`config.mk`:
```
export PLATFORM = sky130hd
export DESIGN_NAME = emc_remote_codec
export DESIGN_NICKNAME = d
export VERILOG_FILES = /design/src/verilog/emc_pkg.sv /design/src/verilog/emc_remote_codec.sv
export VERILOG_INCLUDE_DIRS = /design/src /design/src/verilog
export SDC_FILE = /design/constraint.sdc
export NUM_CORES = 1
export LEC_CHECK = 0
export ABC_CLOCK_PERIOD_IN_PS = 3900
export BUFFER_PORTS_ARGS = -buffer_cell sky130_fd_sc_hd__buf_4
export CORE_ASPECT_RATIO = 1.1
export CORE_MARGIN = 4
export CORE_UTILIZATION = 40
export DETAILED_ROUTE_END_ITERATION = 8
export PLACE_DENSITY = 0.61
export SLEW_MARGIN = 20
export SYNTH_ARGS = -nofsm -noshare
export SYNTH_HDL_FRONTEND = slang
export SYNTH_SLANG_ARGS = --single-unit
```
`constraint.sdc`:
```
create_clock -name mclk -period 3.9 [get_ports mclk]
set_input_delay 0.975 -clock mclk [delete_from_list [all_inputs] [get_ports mclk]]
set_output_delay 0.975 -clock mclk [all_outputs]
set_load 0.01 [all_outputs]
```
`src/verilog/emc_defs.svh`:
```
// constants of the remote-side eoc message codec
`ifndef EMC_DEFS_SVH
`define EMC_DEFS_SVH
`define EMC_ADDR_MASTER 2'h3
`define EMC_ADDR_REMOTE 2'h0
`define EMC_HDLC_EXT 8'hFF
`define EMC_HDLC_INT 8'h11
`define EMC_EXT_MAX 10'h1FE
`define EMC_INT_MIN 10'h002
`define EMC_OP_HOLD 8'h01
`define EMC_OP_RET_NORMAL 8'hF0
`define EMC_OP_SELF_CHECK 8'h02
`define EMC_OP_CANNOT 8'h04
`define EMC_OP_ASK_CORRUPT 8'h07
`define EMC_OP_ASK_STOP 8'h08
`define EMC_OP_ANN_CORRUPT 8'h0B
`define EMC_OP_ANN_STOP 8'h0D
`define EMC_OP_END_XFER 8'h0E
`define EMC_OP_NEXT 8'h10
`define EMC_OP_REFRESH 8'h13
`define EMC_OP_REPEAT 8'h14
`define EMC_RD_DELTA 8'h20
`define EMC_WR_OPS {8'h3E, 8'h3D, 8'h3B, 8'h38, 8'h37, 8'h34, 8'h32, 8'h31, \
  8'h2F, 8'h2C, 8'h2A, 8'h29, 8'h26, 8'h25, 8'h23, 8'h20}
`define EMC_VENDOR_OPS 8'h19, 8'h1A, 8'h1C, 8'h1F
`define EMC_RSV_OPS 8'h15, 8'h16, 8'h80, 8'h83, 8'h85, 8'h86, 8'h89, 8'h8A, 8'h8C, 8'h8F
`define EMC_OFS_CTRL 8'h00
`define EMC_OFS_STATUS 8'h04
`define EMC_OFS_AUTO 8'h08
`define EMC_OFS_LAST_RX 8'h0C
`define EMC_OFS_MEM 8'h80
`define EMC_CTRL_EN 0
`define EMC_CTRL_RST 1'b1
`define EMC_STAT_OVSZ 4
`endif

```
`src/verilog/emc_pkg.sv`:
```
// types shared by the eoc message codec
`default_nettype none
package emc_pkg;
  typedef enum logic [1:0] {
    EMC_IDLE = 2'h0,
    EMC_WRITE = 2'h1,
    EMC_READ = 2'h3
  } emc_proto_e;
  typedef struct packed {
    logic [1:0] addr;
    logic is_op;
    logic par;
    logic is_cmd;
    logic [7:0] info;
    logic [2:0] rsv;
  } emc_msg_s;
  typedef struct packed {
    logic valid;
    logic [7:0] hdlc;
    logic [9:0] octets;
    emc_msg_s msg;
  } emc_rx_s;
endpackage
`default_nettype wire

```
`src/verilog/emc_remote_codec.sv`:
```
// remote-side eoc codec: parse, echo, latch, register transfer, autonomous send
`include "emc_defs.svh"
`default_nettype none
module emc_remote_codec #(
  parameter int REG_BYTES = 2,
  parameter logic [15:0] WR_MASK = 16'h0060
) (
  input wire logic mclk,
  input wire logic resetn,
  input wire emc_pkg::emc_rx_s rx,
  output logic rx_ready,
  output emc_pkg::emc_msg_s tx_msg,
  output logic tx_valid,
  input wire logic tx_ready,
  output logic corrupt_checks,
  output logic peer_corrupt,
  output logic self_check_cmd,
  output logic refresh_test_params_cmd,
  output emc_pkg::emc_proto_e proto_state,
  input wire logic [7:0] bus_addr,
  input wire logic [31:0] bus_wdata,
  input wire logic bus_wr,
  input wire logic bus_rd,
  output logic [31:0] bus_rdata
);
  import emc_pkg::*;

  localparam int NB = 16 * REG_BYTES;
  localparam int AW = $clog2(NB);
  localparam int CW = $clog2(REG_BYTES + 1);
  localparam logic [CW-1:0] LEN = CW'(REG_BYTES);
  // opcodes chosen with odd weight, so one flipped bit never turns into another code
  localparam logic [15:0][7:0] WR_OPS = `EMC_WR_OPS;

  typedef struct packed {
    logic en;
    emc_proto_e proto;
    logic [3:0] idx;
    logic [CW-1:0] cnt;
    logic par;
    logic ask_cor;
    logic ann_cor;
    logic ovsz;
    logic [9:0] drops;
    logic tx_v;
    emc_msg_s tx;
    emc_msg_s last_tx;
    emc_msg_s last_rx;
    logic auto_v;
    logic [7:0] auto_op;
    logic [31:0] rdata;
    logic tpu;
    logic self;
    logic [NB-1:0][7:0] mem;
  } emc_st_s;

  function automatic emc_msg_s mk(input logic [1:0] a, input logic op,
      input logic par, input logic cmd, input logic [7:0] info);
    emc_msg_s r;
    r.addr = a;
    r.is_op = op;
    r.par = par;
    r.is_cmd = cmd;
    r.info = info;
    r.rsv = 3'h0;
    return r;
  endfunction

  function automatic logic op_reserved(input logic [7:0] op);
    logic r;
    r = 1'b0;
    case (op)
      `EMC_RSV_OPS: r = 1'b1;
      default: r = 1'b0;
    endcase
    return r;
  endfunction

  // hit flag in bit 4, register number below it
  function automatic logic [4:0] reg_of(input logic [7:0] op);
    logic [4:0] r;
    r = 5'h0;
    for (int i = 0; i < 16; i++) begin
      if (WR_OPS[i] == op) r = {1'b1, 4'(i)};
    end
    return r;
  endfunction

  emc_st_s s;
  emc_st_s n;
  emc_msg_s m;
  emc_msg_s rep;
  emc_msg_s cant;
  emc_msg_s endx;
  logic acc;
  logic send;
  logic mhit;
  logic [4:0] wh;
  logic [4:0] rh;
  logic [AW-1:0] bi;
  logic [AW-1:0] ai;
  logic [7:0] moff;

  // one message in flight: the master waits for each answer anyway
  assign rx_ready = s.en && !s.tx_v;
  assign acc = rx.valid && rx_ready;
  assign m = rx.msg;
  assign wh = reg_of(m.info);
  assign rh = reg_of(8'(m.info - `EMC_RD_DELTA));
  assign bi = AW'(s.idx * REG_BYTES + s.cnt);
  assign moff = 8'(bus_addr - `EMC_OFS_MEM);
  assign ai = AW'(moff >> 2);
  assign mhit = bus_addr >= `EMC_OFS_MEM && (moff >> 2) < NB && moff[1:0] == 2'h0;
  assign cant = mk(`EMC_ADDR_REMOTE, 1'b1, 1'b1, 1'b1, `EMC_OP_CANNOT);
  assign endx = mk(`EMC_ADDR_REMOTE, 1'b1, 1'b1, 1'b1, `EMC_OP_END_XFER);

  always_comb begin
    n = s;
    send = 1'b0;
    rep = s.last_tx;
    n.tpu = 1'b0;
    n.self = 1'b0;
    n.rdata = 32'h0;
    if (s.tx_v && tx_ready) n.tx_v = 1'b0;
    if (bus_rd) begin
      if (bus_addr == `EMC_OFS_CTRL) begin
        n.rdata = {31'h0, s.en};
      end else if (bus_addr == `EMC_OFS_STATUS) begin
        n.rdata = {17'h0, s.drops, s.ovsz, s.ann_cor, s.ask_cor, s.proto};
      end else if (bus_addr == `EMC_OFS_AUTO) begin
        n.rdata = {23'h0, s.auto_v, s.auto_op};
      end else if (bus_addr == `EMC_OFS_LAST_RX) begin
        n.rdata = {16'h0, s.last_rx};
      end else if (mhit) begin
        n.rdata = {24'h0, s.mem[ai]};
      end
    end
    // software writes come first so that hardware events in the same cycle win, except that a write to the auto register keeps auto_v set
    if (bus_wr) begin
      if (bus_addr == `EMC_OFS_CTRL) begin
        n.en = bus_wdata[`EMC_CTRL_EN];
      end else if (bus_addr == `EMC_OFS_STATUS) begin
        if (bus_wdata[`EMC_STAT_OVSZ]) begin
          n.ovsz = 1'b0;
          n.drops = 10'h0;
        end
      end else if (bus_addr == `EMC_OFS_AUTO) begin
        n.auto_op = bus_wdata[7:0];
        n.auto_v = 1'b1;
      end else if (mhit) begin
        n.mem[ai] = bus_wdata[7:0];
      end
    end
    if (acc) begin
      if (rx.hdlc == `EMC_HDLC_EXT) begin
        // external traffic is passed on elsewhere; only its size is policed here
        if (rx.octets > `EMC_EXT_MAX) n.ovsz = 1'b1;
      end else if (rx.hdlc != `EMC_HDLC_INT || rx.octets < `EMC_INT_MIN
          || m.addr != `EMC_ADDR_REMOTE
          || !m.is_cmd
          || (m.is_op && op_reserved(m.info))) begin
        if (s.drops != 10'h3FF) n.drops = 10'(s.drops + 10'h1);
      end else begin
        n.last_rx = m;
        send = 1'b1;
        rep = m;
        if (!m.is_op) begin
          if (s.proto == EMC_WRITE && m.par == s.par) begin
            if (s.cnt < LEN) begin
              n.mem[bi] = m.info;
              n.cnt = CW'(s.cnt + 1'b1);
              n.par = !s.par;
            end else begin
              rep = endx;
            end
          end else begin
            rep = cant;
          end
        end else if (m.info != `EMC_OP_NEXT && !m.par) begin
          rep = cant;
        end else begin
          case (m.info)
            `EMC_OP_HOLD: begin
              rep = m;
            end
            `EMC_OP_RET_NORMAL: begin
              n.ask_cor = 1'b0;
              n.ann_cor = 1'b0;
              n.proto = EMC_IDLE;
              n.cnt = '0;
            end
            `EMC_OP_SELF_CHECK: begin
              n.self = 1'b1;
            end
            `EMC_OP_ASK_CORRUPT: begin
              n.ask_cor = 1'b1;
            end
            `EMC_OP_ASK_STOP: begin
              n.ask_cor = 1'b0;
            end
            `EMC_OP_ANN_CORRUPT: begin
              n.ann_cor = 1'b1;
            end
            `EMC_OP_ANN_STOP: begin
              n.ann_cor = 1'b0;
            end
            `EMC_OP_REFRESH: begin
              n.tpu = 1'b1;
            end
            `EMC_OP_REPEAT: begin
              rep = s.last_tx;
            end
            `EMC_OP_END_XFER: begin
              if (s.proto != EMC_IDLE) n.proto = EMC_IDLE;
              else rep = cant;
            end
            `EMC_OP_NEXT: begin
              if (s.proto == EMC_READ && m.par == s.par) begin
                if (s.cnt < LEN) begin
                  rep = mk(`EMC_ADDR_REMOTE, 1'b0, s.par, 1'b1, s.mem[bi]);
                  n.cnt = CW'(s.cnt + 1'b1);
                  n.par = !s.par;
                end else begin
                  rep = endx;
                  n.proto = EMC_IDLE;
                end
              end else begin
                rep = cant;
              end
            end
            `EMC_VENDOR_OPS: begin
              rep = cant;
            end
            default: begin
              if (wh[4] && WR_MASK[wh[3:0]]) begin
                n.proto = EMC_WRITE;
                n.idx = wh[3:0];
                n.cnt = '0;
                n.par = 1'b1;
              end else if (rh[4]) begin
                n.proto = EMC_READ;
                n.idx = rh[3:0];
                n.cnt = '0;
                n.par = 1'b1;
              end else begin
                // covers a received cannot-comply, an upstream-only code
                rep = cant;
              end
            end
          endcase
        end
      end
    end else if (!rx.valid && s.en && !s.tx_v && s.auto_v) begin
      // autonomous slot only when the master is silent, so it never poses as a reply
      send = 1'b1;
      rep = mk(`EMC_ADDR_MASTER, 1'b1, 1'b1, 1'b0, s.auto_op);
      if (!(bus_wr && bus_addr == `EMC_OFS_AUTO)) n.auto_v = 1'b0;
    end
    if (send) begin
      n.tx = rep;
      n.tx_v = 1'b1;
      n.last_tx = rep;
    end
  end

  always_ff @(posedge mclk) begin
    if (!resetn) begin
      s <= '0;
      s.en <= `EMC_CTRL_RST;
    end else begin
      s <= n;
    end
  end

  assign tx_msg = s.tx;
  assign tx_valid = s.tx_v;
  assign corrupt_checks = s.ask_cor;
  assign peer_corrupt = s.ann_cor;
  assign self_check_cmd = s.self;
  assign refresh_test_params_cmd = s.tpu;
  assign proto_state = s.proto;
  assign bus_rdata = s.rdata;
endmodule
`default_nettype wire
```
Word level (Yosys, flattened, before mapping) --
Memory sizes are Yosys's and may differ from the RTL's. Cells that the tools add are included.
Word-level totals: logic and storage cells 340, memories 1, register bits after elaboration 355, output and inout bits 56, input port bits 80, memory bits (read-only) 16
Cells by class: add/sub/neg operators 5, order comparisons 10, multiplexer cells 117, equal/unequal tests 76, bitwise logic cells 11, reduce and logical (&&, ||, !) cells 58
Memories:
- (name not given) | depth 16, width 1, rd ports 1, clocked after Yosys merged registers in 0, write ports 0, line emc_remote_codec.sv:235 | if (wh[4] && WR_MASK[wh[3:0]]) begin
Operators by type and width (number):
- $mux 256 | 11
- $bwmux 256 | 2
- $eq 6x8->1 const A | 32
- $mux 16 | 12
- $mux 5 | 32
- $bmux 8 s5 | 2
- $demux 8 s5 | 2
- $eq 8x8->1 const B | 10
- $pmux 16 s5 | 1
- $eq 8x5->1 const B | 9
- $mux 11 | 6
- $mux 9 | 6
- $eq 8x4->1 const B | 6
- $mux 8 | 5
- $mux 33 | 1
- $mux 10 | 3
- $mux 15 | 2
- $mux 14 | 2
- $mux 1 | 17
- $eq 8x3->1 const B | 2
- $logic_and 1x1->1 | 16
- $ne 8x5->1 const B | 2
- $reduce_and 8->1 | 2
- $reduce_or 15->1 | 1
- other kinds (52) | 93

Logic depth before layout (Yosys ltp) --
Gate-level depths: netlist of run 1.
depth in word-level cells 28, mapped depth 11, gate-level depth less buffers 9

Least setup slack after synthesis of run 1 --
OpenSTA, ideal clock, no wires.
kind input to register, from in rx[12] (netlist name), to reg s[133] (netlist name), data required time 3.758 ns, arrival time 3.070 ns, setup time 0.142 ns, buffers on the path 2, cell stages on the path 9, setup slack 0.688 ns, cells stage by stage buf_6 xnor2_4 nand4_2 or4b_4 nor3_4 nand2_4 buf_6 nor2_1 a211oi_2
On the way: cells in the longest elaborated chain, start to end 7
Ends and longest elaborated chain:
- start, declared | line emc_remote_codec.sv:10 | input wire emc_pkg::emc_rx_s rx,
- $eq 1x1->1 | line emc_remote_codec.sv:168 | if (s.proto == EMC_WRITE && m.par == s.par) begin
- $logic_and 1x1->1 | line emc_remote_codec.sv:168
- $mux 256 | line emc_remote_codec.sv:168
- $mux 256 | line emc_remote_codec.sv:167 | if (!m.is_op) begin
- $mux 256 | line emc_remote_codec.sv:158 | end else if (rx.hdlc != `EMC_HDLC_INT || rx.octets < `EMC_INT_MIN
- $mux 256 | line emc_remote_codec.sv:155 | if (rx.hdlc == `EMC_HDLC_EXT) begin
- $mux 256 | line emc_remote_codec.sv:154 | if (acc) begin
- end signal, assigned | line emc_remote_codec.sv:271 | s <= n;
- end, declared | line emc_remote_codec.sv:89 | emc_st_s s;
Every way passes these cells. A chain may end at the register's enable or synchronous reset.

==> run_results.csv, run 1 <==
group,metric,value,unit
finish,mostFrequentLayoutCells,"dfxtp_1, nor2_1, mux2i_1",
sta,hold_viol,0,
synthesis,synth_area,21100,um^2
setup_path,cp_common_cell,"o31ai_1",
floorplan,die_height,249,um
sta,whs,0.431,ns
sta,grt_setup_unrepaired,"no",
synthesis,syn_avg_cell_area,9.59,um^2
finish,syn_to_final_growth,12.9,%
route,drtIter0Drc,2145,
route,ant_nets,0,
sta,fin_crit_sh,85.1,%
clocking,cts.clk_slew.worst_paths,0.06,ns
floorplan,core_area,52400,um^2
clocking,htree_levels,2,
setup_path,path_buf_inv,0,
setup_path,cp.arrival,3.77,ns
floorplan,top_level_ports,136,
floorplan,die_width,227,um
clocking,cts.sinks,339,
flow_run,maxCapViolCount,0,
sta,slew_viol_final,0,
run_status,status,"finished clean",
finish,nNetsFinal,2300,
finish,final_common_cell,"dfxtp_1",
setup_path,max_stage_delay,0.79,ns
finish,stdcell_count,2919,
pwr,p_total,0.00798,W
grt,grt_pass1_wl,115,mm
route,vias_per_cell,6.39,
synthesis,postSynthCellCount,2205,
setup_path,slowest_stage,"o31ai_1",
grt,grt_max_degree,125,
route,drc_errors,0,
sta,finalSetupViolCount,0,
clocking,tritoncts,"yes",
pwr,peakVddDrop,0.230,mV
grt,overflow,0,
route,via_count,18649,
clocking,cts-root-buf,"clkbuf_16",
sta,skew,0.0382,ns
floorplan,rows,88,
grt,antenna_found_initial,2,
placed_design,dp_cells,2847,
floorplan,start_util,40.3,%
setup_path,crit_family,"compound AO/OA/AOI/OAI gates",
setup_path,cp_data_required_time,4.35,ns
clocking,postCtsSetupRepairBufs,0,
pwr,cellLeakagePower,9.52,nW
pwr,power_density,334,nW/um^2
floorplan,die_area,56600,um^2
setup_path,critical_path.startpoint_type,"flip-flop",
synthesis,synth_top_area_share,32.1,%
synthesis,ys_seq_area_share,32.1,%
clocking,insertion_delay,0.58,ns
route,routed_wl,76.7,mm
setup_path,cp_max_fo,11,
placed_design,post-dp-hpwl,51.9,mm
clocking,cts_buffer_depth,3,
synthesis,synth.top_cells.by_area,"dfxtp_1, mux4_2, mux2i_1",
route,drt_first_pass_iters,6,
finish,drive_above_1_share,23.3,%
placed_design,place_congestion,0.967,
clocking,cts_made_buffers,40,
synthesis,synth-edff-count,0,
synthesis,yosys.area.top_type,"dfxtp_1",
clocking,hold_buffers,0,
setup_path,path_cells,"ha_4, ha_1, nand2_1, o31ai_1, and2_1, a22oi_1, nand3_1, o21ai_0, o31ai_1",
sta,max_freq,0.301,GHz
clocking,postCtsResizedCells,0,
worst_hold_path,hp-class,"reg -> reg",
setup_path,crit_path_end_kind,"flip-flop",
sta,relSlewSlack,35.2,%
sta,period_minus_slack,3.32,ns
synthesis,synth_ff_type,"dfxtp_1",
grt,grt_pass1_vias,18245,
synthesis,postSynth.asyncResetShare,0,%
synthesis,yosys_warnings,0,
sta,worstMarginPinSlew,0.964,ns
grt,grt_use_total,26.2,%
synthesis,synthDistinctLibCells,77,
setup_path,crit_type,"reg -> reg",
synthesis,synth_seq_cells,339,
route,avgRoutedWirePerCell,26.3,um
placed_design,portBuffers,95,
[layer usage]
| metal | vias to the layer above | track usage, % | share of wire, % |
|---|---|---|---|
| met5 | - | 0 | 0.017 |
| met4 | 2 | 11.6 | 4.9 |
| met3 | 194 | 5.46 | 9.7 |
| met2 | 1024 | 41.7 | 46 |
| met1 | 9183 | 34.4 | 39 |
| li1 | 8246 | - | - |
[through the flow]
stage / setup TNS (ns) / utilization, % / setup slack [ns] / area, um^2
floorplan: 0 / - / 0.688 / 21200
global placement: -0.715 / 42.9 / -0.0437 / 22500
detailed placement: 0 / 43.0 / 0.308 / 22500
CTS: 0 / 45.5 / 0.735 / 23900
global route: 0 / 45.5 / 0.444 / 23900
finish: 0 / 45.6 / 0.582 / 23900
[worst paths after layout]
| path | cells after the start | slack [ns] | endpoint | from |
|---|---|---|---|---|
| worst min-delay path | 2 | 0.43 | bus_rdata[15]$_SDFF_PP0_ | s[314]$_SDFFE_PN0P_ |
| worst max register to register | 9 | 0.58 | flip-flop | s[363]$_SDFFE_PN0P_ |
| worst min register to register | 2 | 0.43 | bus_rdata[15]$_SDFF_PP0_ | s[314]$_SDFFE_PN0P_ |
| worst max-delay path | 9 | 0.58 | flip-flop | s[363]$_SDFFE_PN0P_ |
[cells by family after synthesis]
kind of cell	share of synthesized area, %
multiplexers	27.7
buffers and inverters	6.07
other	0.0177
AO/OA/AOI/OAI	18.5
flip-flops	32.1
XOR/XNOR	0.722
adder cells (fa/ha/maj)	0.355
AND/OR/NAND/NOR	14.5
[report_power, final]
| part | switching [W] | internal [W] |
|---|---|---|
| Clock | 0.00157 | 0.00236 |
| Sequential | 0.00000521 | 0.00347 |
| Combinational | 0.000404 | 0.000166 |
| Total | 0.00198 | 0.00599 |
[cell usage after synthesis (all sizes together) (6+ instances only)]
cell    number
nand4       11
ha           6
and2        19
o31ai       10
mux2i      282
o211ai       8
or3          6
a211oi     265
nor3        22
mux4       129
nor4         6
nand2b      12
nand3       23
a22oi       31
a21oi       68
and3        28
nor2       322
clkbuf     161
mux2        11
a221oi      14
nor3b        8
nand3b      10
o21ai       33
a31oi       10
buf         97
a22o        17
nand2      150
inv          8
dfxtp      339
nor2b       14
[worst reg2reg max path: stages, from the launching register on]
cell     delay, ns
dfxtp_1       0.40
ha_4          0.18
ha_1          0.37
nand2_1       0.12
o31ai_1       0.79
and2_1        0.49
a22oi_1       0.30
nand3_1       0.20
o21ai_0       0.13
o31ai_1       0.23
[cell type report]
class	instances	area, um^2
fillers	4948	28500
clock buffers	58	1180
well taps	675	845
clock inverters	13	180
inverters	8	37.5
diodes	1	2.50
multi-input cells	1615	13200
repair buffers	210	1680
flip-flops and latches	339	6790
[registers in the layout, summed over array words and instances, names as in the netlist, named ones only]
| name | flops |
|---|---|
| s | 300 |
| self_check_cmd | 1 |
| peer_corrupt | 1 |
| corrupt_checks | 1 |
| tx_valid | 1 |
| proto_state | 2 |
| bus_rdata | 16 |
| refresh_test_params_cmd | 1 |
(Power assumes the default switching activity.)
==> run 2, diff against run 1 <==
==> constraint.sdc (replaced) <==
create_clock -name mclk -period 3.9 [get_ports mclk]
set_input_delay 0.39 -clock mclk [delete_from_list [all_inputs] [get_ports mclk]]
set_output_delay 0.39 -clock mclk [all_outputs]
set_load 0.01 [all_outputs]
==> run 2 against run 1 <==
Maximum frequency up 0.40%. Sequential share of layout area up 0.32 points. Cell count down 0.72%. Via count down 0.26%. Clock-buffer cell count down 1. Final area down 1.1%. Global-route usage down 0.45 points. Clock power down 4%. Clock skew down 0.023 ns. Combinational power down 3%. Die area unchanged. Critical path type unchanged. Largest power group unchanged. Highest routed layer unchanged.
==> run_results.csv, run 2 (synthesized netlist as in run 1, its figures left out) <==
group,metric,value,unit
clocking,htree_levels,2,
clocking,cts_buffer_depth,3,
route,via_count,18601,
floorplan,core_area,52400,um^2
finish,nNetsFinal,2279,
placed_design,post-dp-hpwl,51.1,mm
clocking,tritoncts,"yes",
clocking,cts.sinks,339,
placed_design,place_area,22300,um^2
clocking,cts-root-buf,"clkbuf_16",
clocking,hold_buffers,0,
sta,grt_setup_unrepaired,"no",
sta,hold_viol,0,
worst_hold_path,hp-start,"rx[2]",
setup_path,crit-reg2reg-launch,"s[363]$_SDFFE_PN0P_",
clocking,cts_made_buffers,40,
pwr,p_total,0.00780,W
route,routed_wl,75.8,mm
route,avgRoutedWirePerCell,26.2,um
placed_design,place_congestion,0.946,
setup_path,slowest_stage,"a211oi_1",
floorplan,top_level_ports,136,
finish,drive_above_1_share,22.5,%
clocking,cts.clk_slew.worst_paths,0.06,ns
finish,largest_reg_flops,300,
clocking,postCtsSetupRepairBufs,0,
route,vias_per_cell,6.42,
finish,mostFrequentLayoutCells,"dfxtp_1, nor2_1, mux2i_1",
setup_path,crit_path_end_kind,"flip-flop",
finish,final_common_cell,"dfxtp_1",
pwr,cellLeakagePower,9.38,nW
grt,grt_pass1_vias,17915,
setup_path,crit_type,"reg -> reg",
run_status,status,"finished clean",
sta,setup_tns,0,ns
grt,grt_use_total,25.8,%
route,drc_errors,0,
setup_path,critical_path.startpoint_type,"flip-flop",
clocking,postCtsResizedCells,0,
grt,antenna_found_initial,2,
setup_path,max_stage_delay,0.61,ns
finish,stdcell_count,2898,
placed_design,dp_cells,2826,
route,ant_nets,0,
sta,skew,0.0147,ns
floorplan,start_util,40.3,%
route,drtIter0Drc,2071,
finish,fin_area,23600,um^2
setup_path,ff2ff_path_depth,9,
setup_path,cp.arrival,3.73,ns
sta,fin_crit_sh,84.7,%
grt,overflow,0,
setup_path,ff2ff_setup_slack,0.60,ns
grt,grt_pass1_wl,113,mm
pwr,power_density,330,nW/um^2
floorplan,die_height,249,um
finish,largest_register,"s",
clocking,insertion_delay,0.56,ns
sta,relSlewSlack,32.3,%
placed_design,portBuffers,95,
sta,finalSetupViolCount,0,
floorplan,die_area,56600,um^2
route,drt_first_pass_iters,6,
setup_path,cp_max_fo,16,
worst_hold_path,hp-class,"in -> reg",
floorplan,die_width,227,um
grt,grt_max_degree,121,
finish,nFillCells,4981,
worst_hold_path,whs_path_depth,3,
worst_hold_path,min_to,"s[301]$_SDFFE_PN0P_",
finish,syn_to_final_growth,11.7,%
setup_path,cp_data_required_time,4.33,ns
sta,slew_viol_final,0,
floorplan,rows,88,
flow_run,maxCapViolCount,0,
sta,max_freq,0.303,GHz
sta,period_minus_slack,3.30,ns
sta,worstMarginPinSlew,1.02,ns
pwr,peakVddDrop,0.267,mV
setup_path,path_cells,"ha_4, ha_1, nor3b_1, a31o_2, a22o_1, a211oi_1, a31oi_1, o31ai_1, a21oi_1",
-- run 2: cell count changes in the layout (fill, tap and decap cells not counted), moves of 2 or more --
cell	before	now
clkbuf_8	11	8
bufinv_16	4	2
buf_12	8	5
buf_4	202	184
clkinv_2	7	9
-- run 2: area by class of cell --
| cell class | instances | area [um^2] | area share (%) |
|---|---|---|---|
| Multi-Input combinational cell | 1615 | 13200 | 55.7 |
| Sequential cell | 339 | 6790 | 28.8 |
| Timing Repair Buffer | 189 | 1480 | 6.27 |
| Clock buffer | 57 | 1170 | 4.94 |
| Tap cell | 675 | 845 | 3.58 |
| Clock inverter | 14 | 130 | 0.551 |
| Inverter | 8 | 37.5 | 0.159 |
| Antenna cell | 1 | 2.50 | 0.0106 |
-- run 2: critical path: cells and delay by family, from the launching register on --
kind            cells  cell delay (ns)
compound gates      6             1.96
fa+ha+maj           2             0.76
flops               1             0.34
simple gates        1             0.10
-- run 2: per-layer routing --
metal / wire [um] / global-route usage (%) / part of all wire [%] / vias to the layer above
met3: 6660 / 5.11 / 8.8 / 200
li1: - / - / - / 8212
met2: 34600 / 40.7 / 46 / 941
met1: 31200 / 34.4 / 41 / 9246
met5: 13 / 0 / 0.017 / -
met4: 3430 / 11.1 / 4.5 / 2
-- run 2: worst max-delay path by stage --
stage	slack (ns)	cells after the start	startpoint	end
finish	0.60	9	s[363]$_SDFFE_PN0P_	flip-flop
global route	0.55	9	s[363]$_SDFFE_PN0P_	flip-flop
CTS	0.65	9	s[363]$_SDFFE_PN0P_	flip-flop
detailed placement	0.65	9	s[363]$_SDFFE_PN0P_	flip-flop
global placement	0.72	9	s[363]$_SDFFE_PN0P_	flip-flop
floorplan	1.27	9	rx[12]	s[133]$_SDFF_PN0_
-- run 2: report_power, final --
part	internal (W)	switching, W	total [W]
clock network	0.00221	0.00156	0.00377
logic	0.000154	0.000398	0.000552
registers	0.00347	0.00000518	0.00347
-- run 2: through the flow --
stage	setup WS, ns	hold slack [ns]	util, %
final	0.595	0.0977	45.1
after detailed placement	0.645	0.425	42.6
after CTS	0.649	0.0674	45.0
after global routing	0.549	0.0832	45.0
after floorplan	1.27	0.405	-
after global placement	0.716	0.411	42.6
